===== src/rtl/eli_map.vh =====
// constants for the error lamp indicator
`ifndef ELI_MAP_VH
`define ELI_MAP_VH
// ---------------------------------------------------------------
// error classes on the event input
// ---------------------------------------------------------------
`define ELI_CLASS_SYSTEM   1'b0
`define ELI_CLASS_PROTOCOL 1'b1
// ---------------------------------------------------------------
// system error codes, serious range and reserved codes
// ---------------------------------------------------------------
`define ELI_SYS_HW_FAULT   4'h1
`define ELI_SYS_NVM_ERR    4'h2
`define ELI_SYS_INT_MEM    4'h3
`define ELI_SYS_BUS_HW     4'h4
`define ELI_SYS_SCRIPT     4'h5
`define ELI_SYS_TX_OVF     4'h7
`define ELI_SYS_RX_OVF     4'h8
`define ELI_SYS_TIMEOUT    4'h9
`define ELI_SYS_BUS_GEN    4'ha
`define ELI_SYS_PARITY     4'hb
`define ELI_SYS_BUS_CFG    4'hd
`define ELI_SYS_BUS_OVF    4'he
`define ELI_SYS_RSV0       4'h0
`define ELI_SYS_RSV6       4'h6
`define ELI_SYS_RSV12      4'hc
`define ELI_SYS_RSV15      4'hf
`define ELI_SERIOUS_MAX    4'h5
// ---------------------------------------------------------------
// protocol error codes
// ---------------------------------------------------------------
`define ELI_PRO_NO_SCRIPT  4'h3
`define ELI_PRO_UNKNOWN    4'h5
`define ELI_PRO_TIMEOUT    4'h9
`define ELI_PRO_CHECKSUM   4'hb
`define ELI_PRO_FUNC_CODE  4'hc
`define ELI_PRO_EXCEPTION  4'he
`define ELI_PRO_INTERNAL   4'hf
// ---------------------------------------------------------------
// timing: clock rate, flash rates, warning hold
// ---------------------------------------------------------------
`define ELI_CLK_HZ         200000000
`define ELI_SYS_FLASH_HZ   2
`define ELI_PRO_FLASH_HZ   1
`define ELI_WARN_HOLD_S    60
// hold timer width: a minute of cycles at full clock needs 34 bits
`define ELI_HOLD_W         36
`endif


===== src/rtl/eli_tick_gen.v =====
// free-running divider giving a one-cycle tick every PERIOD cycles
module eli_tick_gen #(
  parameter WIDTH  = 32,
  parameter PERIOD = 100
) (
  input  wire clk,
  input  wire nrst,
  input  wire clr,
  output reg  tick
);
  reg [WIDTH-1:0] cnt_reg;

  // ------------------------------------------------------------
  // counter
  // ------------------------------------------------------------
  // count up, wrap at period, restart on clear
  always @(posedge clk) begin
    if (!nrst || clr) begin
      cnt_reg <= {WIDTH{1'b0}};
      tick    <= 1'b0;
    end else if (cnt_reg == PERIOD[WIDTH-1:0] - {{(WIDTH-1){1'b0}}, 1'b1}) begin
      cnt_reg <= {WIDTH{1'b0}};
      tick    <= 1'b1;
    end else begin
      cnt_reg <= cnt_reg + {{(WIDTH-1){1'b0}}, 1'b1};
      tick    <= 1'b0;
    end
  end
endmodule


===== src/rtl/eli_error_lamps.v =====
// error indicator: red state request and four flashing binary lamps
`include "eli_map.vh"

// Functional notes
// - any error: state red, number on lamps
// - binary on four lamps, flashing, red steady
// - system codes 1-5 serious, latched until power cycle
// - system codes 7-14 shown one minute
// - config mode pattern carries no meaning
// - serious system codes one to five
// - warning system codes seven to fourteen
// - system errors flash twice per second
// - protocol errors flash once per second
// - protocol errors held for warning time
// - protocol codes 3 and 5, all protocols
// - modbus master timeout gives code 9
// - checksum mismatch gives protocol code 11
// - code 12 function code or encoder
// - code 14 exception, 15 measurement/reception
module eli_error_lamps #(
  parameter CLK_HZ      = `ELI_CLK_HZ,
  parameter [`ELI_HOLD_W-1:0] WARN_CYCLES = {`ELI_HOLD_W{1'b0}} + `ELI_WARN_HOLD_S * `ELI_CLK_HZ,
  parameter SYS_HALF    = `ELI_CLK_HZ / (2 * `ELI_SYS_FLASH_HZ),
  parameter PRO_HALF    = `ELI_CLK_HZ / (2 * `ELI_PRO_FLASH_HZ)
) (
  input  wire        clk,
  input  wire        nrst,
  input  wire        errValid,
  input  wire        errClass,
  input  wire [3:0]  errCode,
  input  wire        configMode,
  input  wire [31:0] warnTimeCycles,
  output reg         stateRed,
  output reg         error_bit3_lamp,
  output reg         error_bit2_lamp,
  output reg         error_bit1_lamp,
  output reg         error_bit0_lamp,
  output reg         patternValid
);
  // display states and hold timer constants
  localparam              ST_IDLE    = 2'b00;
  localparam              ST_WARN    = 2'b01;
  localparam              ST_SERIOUS = 2'b10;
  localparam              HOLD_W     = `ELI_HOLD_W;
  localparam [HOLD_W-1:0] HOLD_ONE   = {{(HOLD_W-1){1'b0}}, 1'b1};
  localparam [HOLD_W-1:0] HOLD_ZERO  = {HOLD_W{1'b0}};

  reg  [1:0]        state_reg;
  reg  [1:0]        state_next;
  reg  [3:0]        code_reg;
  reg               class_reg;
  reg  [HOLD_W-1:0] hold_reg;
  reg  [HOLD_W-1:0] hold_next;
  reg  [HOLD_W-1:0] holdLoad;
  reg               phase_reg;
  reg               accept;
  reg               isSerious;
  reg               isReserved;
  wire              showing;
  wire              sysTick;
  wire              proTick;
  wire              flashTick;

  // ------------------------------------------------------------
  // flash rate dividers
  // ------------------------------------------------------------
  // half-period ticks for two and one flashes per second
  eli_tick_gen #(.WIDTH(32), .PERIOD(SYS_HALF)) uSysTick (
    .clk  (clk),
    .nrst (nrst),
    .clr  (accept),
    .tick (sysTick)
  );
  eli_tick_gen #(.WIDTH(32), .PERIOD(PRO_HALF)) uProTick (
    .clk  (clk),
    .nrst (nrst),
    .clr  (accept),
    .tick (proTick)
  );
  assign flashTick = (class_reg == `ELI_CLASS_SYSTEM) ? sysTick : proTick;

  // ------------------------------------------------------------
  // display flag
  // ------------------------------------------------------------
  // a code is on show in either non-idle state
  assign showing = (state_reg != ST_IDLE);

  // ------------------------------------------------------------
  // event qualification
  // ------------------------------------------------------------
  // reserved system codes are dropped, never shown
  always @* begin
    case (errCode)
      `ELI_SYS_RSV0,
      `ELI_SYS_RSV6,
      `ELI_SYS_RSV12,
      `ELI_SYS_RSV15: begin
        isReserved = (errClass == `ELI_CLASS_SYSTEM);
      end
      default: begin
        isReserved = 1'b0;
      end
    endcase
  end

  // classify serious codes, refuse everything once latched
  always @* begin
    isSerious = (errClass == `ELI_CLASS_SYSTEM) && !isReserved
                && (errCode <= `ELI_SERIOUS_MAX);
    accept = errValid && !isReserved;
    if (state_reg == ST_SERIOUS) begin
      accept = 1'b0; // serious display stays until power cycle
    end
  end

  // ------------------------------------------------------------
  // hold time selection
  // ------------------------------------------------------------
  // protocol errors take the live setting, zero stretched to one cycle
  always @* begin
    if (errClass == `ELI_CLASS_PROTOCOL) begin
      if (warnTimeCycles == 32'h0) begin
        holdLoad = HOLD_ONE;
      end else begin
        holdLoad = {{(HOLD_W-32){1'b0}}, warnTimeCycles};
      end
    end else begin
      holdLoad = WARN_CYCLES;
    end
  end

  // ------------------------------------------------------------
  // display state machine
  // ------------------------------------------------------------
  // next state and hold timer
  always @* begin
    state_next = state_reg;
    hold_next  = hold_reg;
    case (state_reg)
      ST_IDLE,
      ST_WARN: begin
        if (accept) begin
          if (isSerious) begin
            state_next = ST_SERIOUS;
          end else begin
            state_next = ST_WARN;
            hold_next  = holdLoad;
          end
        end else if (state_reg == ST_WARN) begin
          if (hold_reg <= HOLD_ONE) begin
            state_next = ST_IDLE;
            hold_next  = HOLD_ZERO;
          end else begin
            hold_next = hold_reg - HOLD_ONE;
          end
        end
      end
      ST_SERIOUS: begin
        state_next = ST_SERIOUS;
      end
      default: begin
        state_next = ST_IDLE;
        hold_next  = HOLD_ZERO;
      end
    endcase
  end

  // state, hold timer and latched code
  always @(posedge clk) begin
    if (!nrst) begin
      state_reg <= ST_IDLE;
      hold_reg  <= HOLD_ZERO;
      code_reg  <= 4'h0;
      class_reg <= `ELI_CLASS_SYSTEM;
    end else begin
      state_reg <= state_next;
      hold_reg  <= hold_next;
      if (accept) begin
        code_reg  <= errCode;
        class_reg <= errClass;
      end
    end
  end

  // flash phase, restarted lit on every accepted event
  always @(posedge clk) begin
    if (!nrst) begin
      phase_reg <= 1'b0;
    end else if (accept) begin
      phase_reg <= 1'b1; // lamps start lit
    end else if (flashTick) begin
      phase_reg <= ~phase_reg;
    end
  end

  // ------------------------------------------------------------
  // outputs
  // ------------------------------------------------------------
  // registered lamp drive
  always @(posedge clk) begin
    if (!nrst) begin
      stateRed        <= 1'b0;
      error_bit3_lamp <= 1'b0;
      error_bit2_lamp <= 1'b0;
      error_bit1_lamp <= 1'b0;
      error_bit0_lamp <= 1'b0;
      patternValid    <= 1'b0;
    end else begin
      stateRed        <= showing;
      error_bit3_lamp <= showing && phase_reg && code_reg[3];
      error_bit2_lamp <= showing && phase_reg && code_reg[2];
      error_bit1_lamp <= showing && phase_reg && code_reg[1];
      error_bit0_lamp <= showing && phase_reg && code_reg[0];
      patternValid    <= showing && !configMode;
    end
  end
endmodule


===== config.mk =====
export PLATFORM = sky130hd
export DESIGN_NAME = eli_error_lamps
export DESIGN_NICKNAME = d
export VERILOG_FILES = /design/src/rtl/eli_tick_gen.v /design/src/rtl/eli_error_lamps.v
export VERILOG_INCLUDE_DIRS = /design/src /design/src/rtl
export SDC_FILE = /design/constraint.sdc
export NUM_CORES = 1
export LEC_CHECK = 0
export ABC_AREA = 1
export BUFFER_PORTS_ARGS = -buffer_cell sky130_fd_sc_hd__buf_2
export CAP_MARGIN = 40
export CORE_ASPECT_RATIO = 1.1
export CORE_MARGIN = 1.5
export CORE_UTILIZATION = 23
export DETAILED_ROUTE_END_ITERATION = 10
export PLACE_DENSITY = 0.39
export SLEW_MARGIN = 25
export SYNTH_ARGS = -nofsm -noshare
export SYNTH_HDL_FRONTEND = slang
export SYNTH_SLANG_ARGS = --single-unit

===== constraint.sdc =====
create_clock -name clk -period 2.78 [get_ports clk]
set_input_delay 0 -clock clk [delete_from_list [all_inputs] [get_ports clk]]
set_output_delay 0 -clock clk [all_outputs]
set_load 0.01 [all_outputs]

---- Yosys cells after proc, flatten, opt, wreduce, memory -nomap -nowiden ----
Cells that the tools add are included.
cells by class
  add/subtract/negate cells ............... 3
  order comparisons ....................... 2
  eq/ne operators ......................... 10
  muxes and demuxes ....................... 19
  bitwise gates (word level) .............. 3
  reduce and logical (&&, ||, !) cells .... 24
operators by type and width
  kind                   count
  $mux 36                5
  $pmux 36 s2            1
  $add 32x1->32 const B  2
  $le 36x1->1 const B    1
  $sub 36x1->36 const B  1
  $eq 32x26->1 const B   1
  $eq 32x27->1 const B   1
  $logic_not 32->1       1
  $mux 32                1
  $logic_and 1x1->1      9
  $eq 4x4->1 const B     2
  $mux 2                 4
  $mux 1                 7
  $ne 3x2->1 const B     2
  $reduce_or 2->1        3
  $eq 4x3->1 const B     1
  $le 4x3->1 const B     1
  $logic_not 4->1        1
  $pmux 2 s2             1
  $reduce_bool 2->1      2
  $reduce_or 4->1        1
  $logic_not 1->1        3
  $ne 3x3->1 const B     1
  $not 1->1              3
  other kinds (6)        6
storage, ports and cells
  register bits ........................... 116
  input bits .............................. 41
  word-level logic and storage cells ...... 76

---- Depth between registers and ports, before layout ----
  depth in word-level cells ............... 9
  gate-level depth with buffers ........... 14
  gate-level depth less buffers ........... 13

---- Modules after synthesis ----
A second synthesis with hierarchy kept.
second synthesis, totals
  cell total of the unflattened synthesis .. 1174
  area total of the unflattened synthesis .. 7250.7 um^2
by module, submodules not included
  module                    instances  cells an instance  area an instance (um^2)  seq. area each (um^2)
  eli_error_lamps           1          582                3499.6                   1001.0
  eli_tick_gen at uProTick  1          301                1891.8                   660.6
  eli_tick_gen at uSysTick  1          291                1859.3                   660.6

---- Worst setup path after synthesis ----
No wires, ideal clock.
  path type ............................... register to register
  from .................................... reg hold_reg[0]
  to ...................................... reg hold_reg[16]
  arrival ................................. 1.546 ns
  required time ........................... 2.650 ns
  setup slack ............................. 1.104 ns
  cell stages (with the launch flop) ...... 15
  cell sequence ........................... dfxtp_1 > inv_1 > ha_1 > nand2_2 > nor2_4 > nand2_1 > nand2_1 > nand2_2 > buf_4 > nand2_1 > nand2_1 > nand2_1 > nor2_1 > nor2_1 > nor2_1
on the way
  word-level cells in the longest chain between the ends .. 5
  elaborated cells on any way between the ends .. 6
  classes of those cells .................. 1 x add/sub; 1 x order compare; 4 x mux
RTL lines
  element                                       RTL line                                      RTL
  from (decl)                                   eli_error_lamps.v:52                          reg [HOLD_W-1:0] hold_reg;
  from (signal assigned)                        eli_error_lamps.v:177                         hold_reg <= hold_next;
  $sub 36x1->36 or $le 36x1->1 (tied branches)  eli_error_lamps.v:154, eli_error_lamps.v:150
  $mux 36 (*)                                   eli_error_lamps.v:150                         if (hold_reg <= HOLD_ONE) begin
  $mux 36 (*)                                   eli_error_lamps.v:149                         end else if (state_reg == ST_WARN) begin
  $mux 36 (*)                                   eli_error_lamps.v:142                         if (accept) begin
  $pmux 36 s2 (*)                               eli_error_lamps.v:139                         case (state_reg)
Mark *: on every way between the ends. The rest lies on a longest branch, timed or not. The select of a mux whose other input is x is not followed.
A chain may end at the register's enable or synchronous reset.

---- Final worst setup path ----
  from .................................... reg hold_reg[0]
  to ...................................... reg hold_reg[21]
Same word-level chain as after synthesis.

==> impl_metrics.toml <==
[outcome]
status = "completed"

[setup_path]
arrival_ns = 2.54
worst_setup_path_start_kind = "flip-flop"
critPathKind = "reg2reg"
r2r_setup_slack_ns = 0.59
worstReg2RegStart = "hold_reg[0]$_SDFFE_PN0P_"
crit_path_end_kind = "flip-flop"
crit_path_start = "hold_reg[0]$_SDFFE_PN0P_"
critical_path_peak_fanout = 14
worstSetupEndpoint = "hold_reg[21]$_SDFFE_PN0P_"
cp.required_ns = 3.14
r2r-end = "hold_reg[21]$_SDFFE_PN0P_"
worst-r2r-cell-count = 11

[power]
p_comb_share_pct = 22.1
p_leak_nw = 3.36
swShare_pct = 33.7
power_density_nw_per_um2 = 623
switchingPower_w = 0.00182
clockPowerShare_pct = 43.6
ir_worst_vdd_mv = 0.263
internal_power_w = 0.00359
power_w = 0.00541
seqPwrFrac_pct = 34.3

[yosys]
synth_flop_cell = "dfxtp_1"
synthDistinctLibCells = 45
synthTopCellsByArea = "dfxtp_1 33%, nand2_1 14%, nor2_1 12%, inv_1 6.0%, nand3_1 4.8%"
syn_area_sq_um = 7120
synthCells = 1103
yosys.area.top_type = "dfxtp_1"
synth_top_area_share_pct = 32.6
ys_ff_latch = 116
yosys_warnings = 0
ys_seq_area_share_pct = 32.6
post_synth.cell_area_avg_sq_um = 6.45
async_flop_share_pct = 0
synth_edf_count = 0
ys_top_cells_by_count = "256 x nand2_1, 229 x nor2_1, 116 x dfxtp_1"
mappedNetlistNets = 1148
yosysMostFrequentCell = "nand2_1"

[placement]
place_congestion = 0.912
place_inst = 1548
dp_hpwl_mm = 17.3
dp_slack_ns = 0.605
portBuffers = 46

[clock_network]
cts_inserted_buffers = 17
ctsLongestPathBuffers = 2
cts-htree-levels = 4
clk_pin_slew_ns = 0.06
clock-root-buffer = "clkbuf_16"
tritoncts = "built"
cts_sinks = 116
clkLatencyLatePin_ns = 0.42

[die]
die_area_sq_um = 32000
start_util_pct = 23.4
num_io_pins = 47
num_rows = 67
coreArea_sq_um = 30400
die_w_um = 171
die_h_um = 187

[layout]
nNetsFinal = 1226
largest_reg_flops = 36
layout-drive-gt1-share_pct = 13.8
insertedDiodeCount = 0
syn2layout_area_growth_pct = 22.0
stdcell_count = 1608

[global_routing]
grt_max_degree = 33
grt-ovfl-total = 0
grt_pass1_wl_mm = 36.4
grt.total_usage_pct = 14.7
grt_pass1_vias = 6893
grt_antenna_before_repair = 0

[sta]
fin_skew_ns = 0.00801
slew_headroom_pct = 55.8
tightest_slew_ns = 0.661
finalSetupViolCount = 0
fin_ws_ns = 0.595
hold_viol_final = 0
finalMaxSlewViolations = 0
fin_crit_ns = 2.19
fin_crit_sh_pct = 78.6
tns_ns = 0
hold-worst-slack_ns = 0.0121
max_freq_ghz = 0.458
grt_setup_unrepaired = "false"

[routing]
drcViolationCount = 0
drtIter0Drc = 389
dr.pass1.iters = 5
wl_per_cell_um = 14.0
totalWireLength_mm = 22.5
drtAntennaViolNets = 0
via_count = 6937
drt-vias-per-instance = 4.31

[job]
maxCapViolCount = 0

[hold_path]
holdCritPathClass = "in2reg"
[per-stage QoR]
| step | utilization [%] | area [sq um] |
|---|---|---|
| final | 28.5 | 8680 |
| after global routing | 28.5 | 8680 |
| after CTS | 28.5 | 8680 |
| after detailed placement | 25.6 | 7780 |
| after global placement | 25.6 | 7780 |
| after floorplan | - | 7120 |
[per-layer routing]
layer | vias to the layer above | track usage (%) | share of wire (%)
li1 | 3683 | - | -
met2 | 81 | 25.2 | 48
met3 | 24 | 2.74 | 2.6
met4 | 0 | 4.29 | 1.5
met5 | - | 0 | 0
met1 | 3149 | 18.6 | 48
[worst min path at each step]
stage | startpoint | to | cells past startpoint
after CTS | warnTimeCycles[24] | hold_reg[24]$_SDFFE_PN0P_ | 5
after detailed placement | configMode | patternValid$_SDFF_PN0_ | 2
final | warnTimeCycles[25] | hold_reg[25]$_SDFFE_PN0P_ | 5
after floorplan | configMode | patternValid$_SDFF_PN0_ | 1
after global placement | configMode | patternValid$_SDFF_PN0_ | 2
after global routing | warnTimeCycles[25] | hold_reg[25]$_SDFFE_PN0P_ | 5
[cells by family (layout without fill, tap and decap cells)]
| kind of cell | count (synthesis) | after routing | share of synthesized area (%) |
|---|---|---|---|
| fa+ha+maj | 4 | 4 | 0.703 |
| buf+inv | 145 | 236 | 8.53 |
| flops | 116 | 116 | 32.6 |
| mux | 1 | 1 | 0.141 |
| xor+xnor | 40 | 40 | 4.92 |
| simple gates | 696 | 696 | 45.1 |
| compound gates | 101 | 101 | 8.02 |
[final cells by class]
cell class / count / area (sq um)
Multi-Input combinational cell: 842 / 4190
Clock buffer: 17 / 425
Fill cell: 3477 / 21800
Tap cell: 414 / 518
Inverter: 122 / 458
Clock inverter: 15 / 198
Timing Repair Buffer: 82 / 571
Sequential cell: 116 / 2320
[critical path, cell delays in order, from the launching register on]
cell,delay [ns]
dfxtp_1,0.37
inv_1,0.08
ha_1,0.25
nand2_2,0.13
nor2_4,0.08
nand2_1,0.08
nand2_1,0.06
nand2_2,0.22
nand3_2,0.39
o21ai_0,0.30
nor2_1,0.07
nor2_1,0.08
[repair_timing]
item,in CTS,in global routing
setup buffers,0,0
hold buffers,28,0
hold endpoints to repair,28,0
setup endpoints to repair,0,0
gates resized for setup,0,0
[layout by cell type (no fill, tap or decap), types with 4 or more instances in the layout]
cell type,count
xor2_1,28
or2_2,6
o21ai_0,32
nor2_2,10
dfxtp_1,116
clkinv_4,4
inv_1,113
o21ai_1,14
a21oi_1,35
buf_2,46
nand2_1,256
nor3b_1,8
nor3_1,37
nor4_1,8
xnor2_1,12
a21oi_2,13
o21bai_1,4
dlygate4sd3_1,28
nand3_2,13
inv_2,8
nor2_4,4
clkbuf_16,17
nand2_2,7
nor2_1,229
nand2_4,4
ha_1,4
nand4_1,22
nand3_1,68
nor3_2,6
buf_4,8
[power by group through the flow]
| stage | Combinational [W] | Clock, W | Sequential [W] |
|---|---|---|---|
| 2_1_floorplan | 0.000878 | 0 | 0.00186 |
| 3_3_place_gp | 0.00118 | 0 | 0.00189 |
| 3_5_place_dp | 0.00117 | 0 | 0.00189 |
| 4_1_cts | 0.00121 | 0.00245 | 0.00185 |
| 5_1_grt | 0.00136 | 0.00251 | 0.00187 |
| 6_report | 0.00119 | 0.00236 | 0.00186 |
Power figures use the tool's default switching activity.
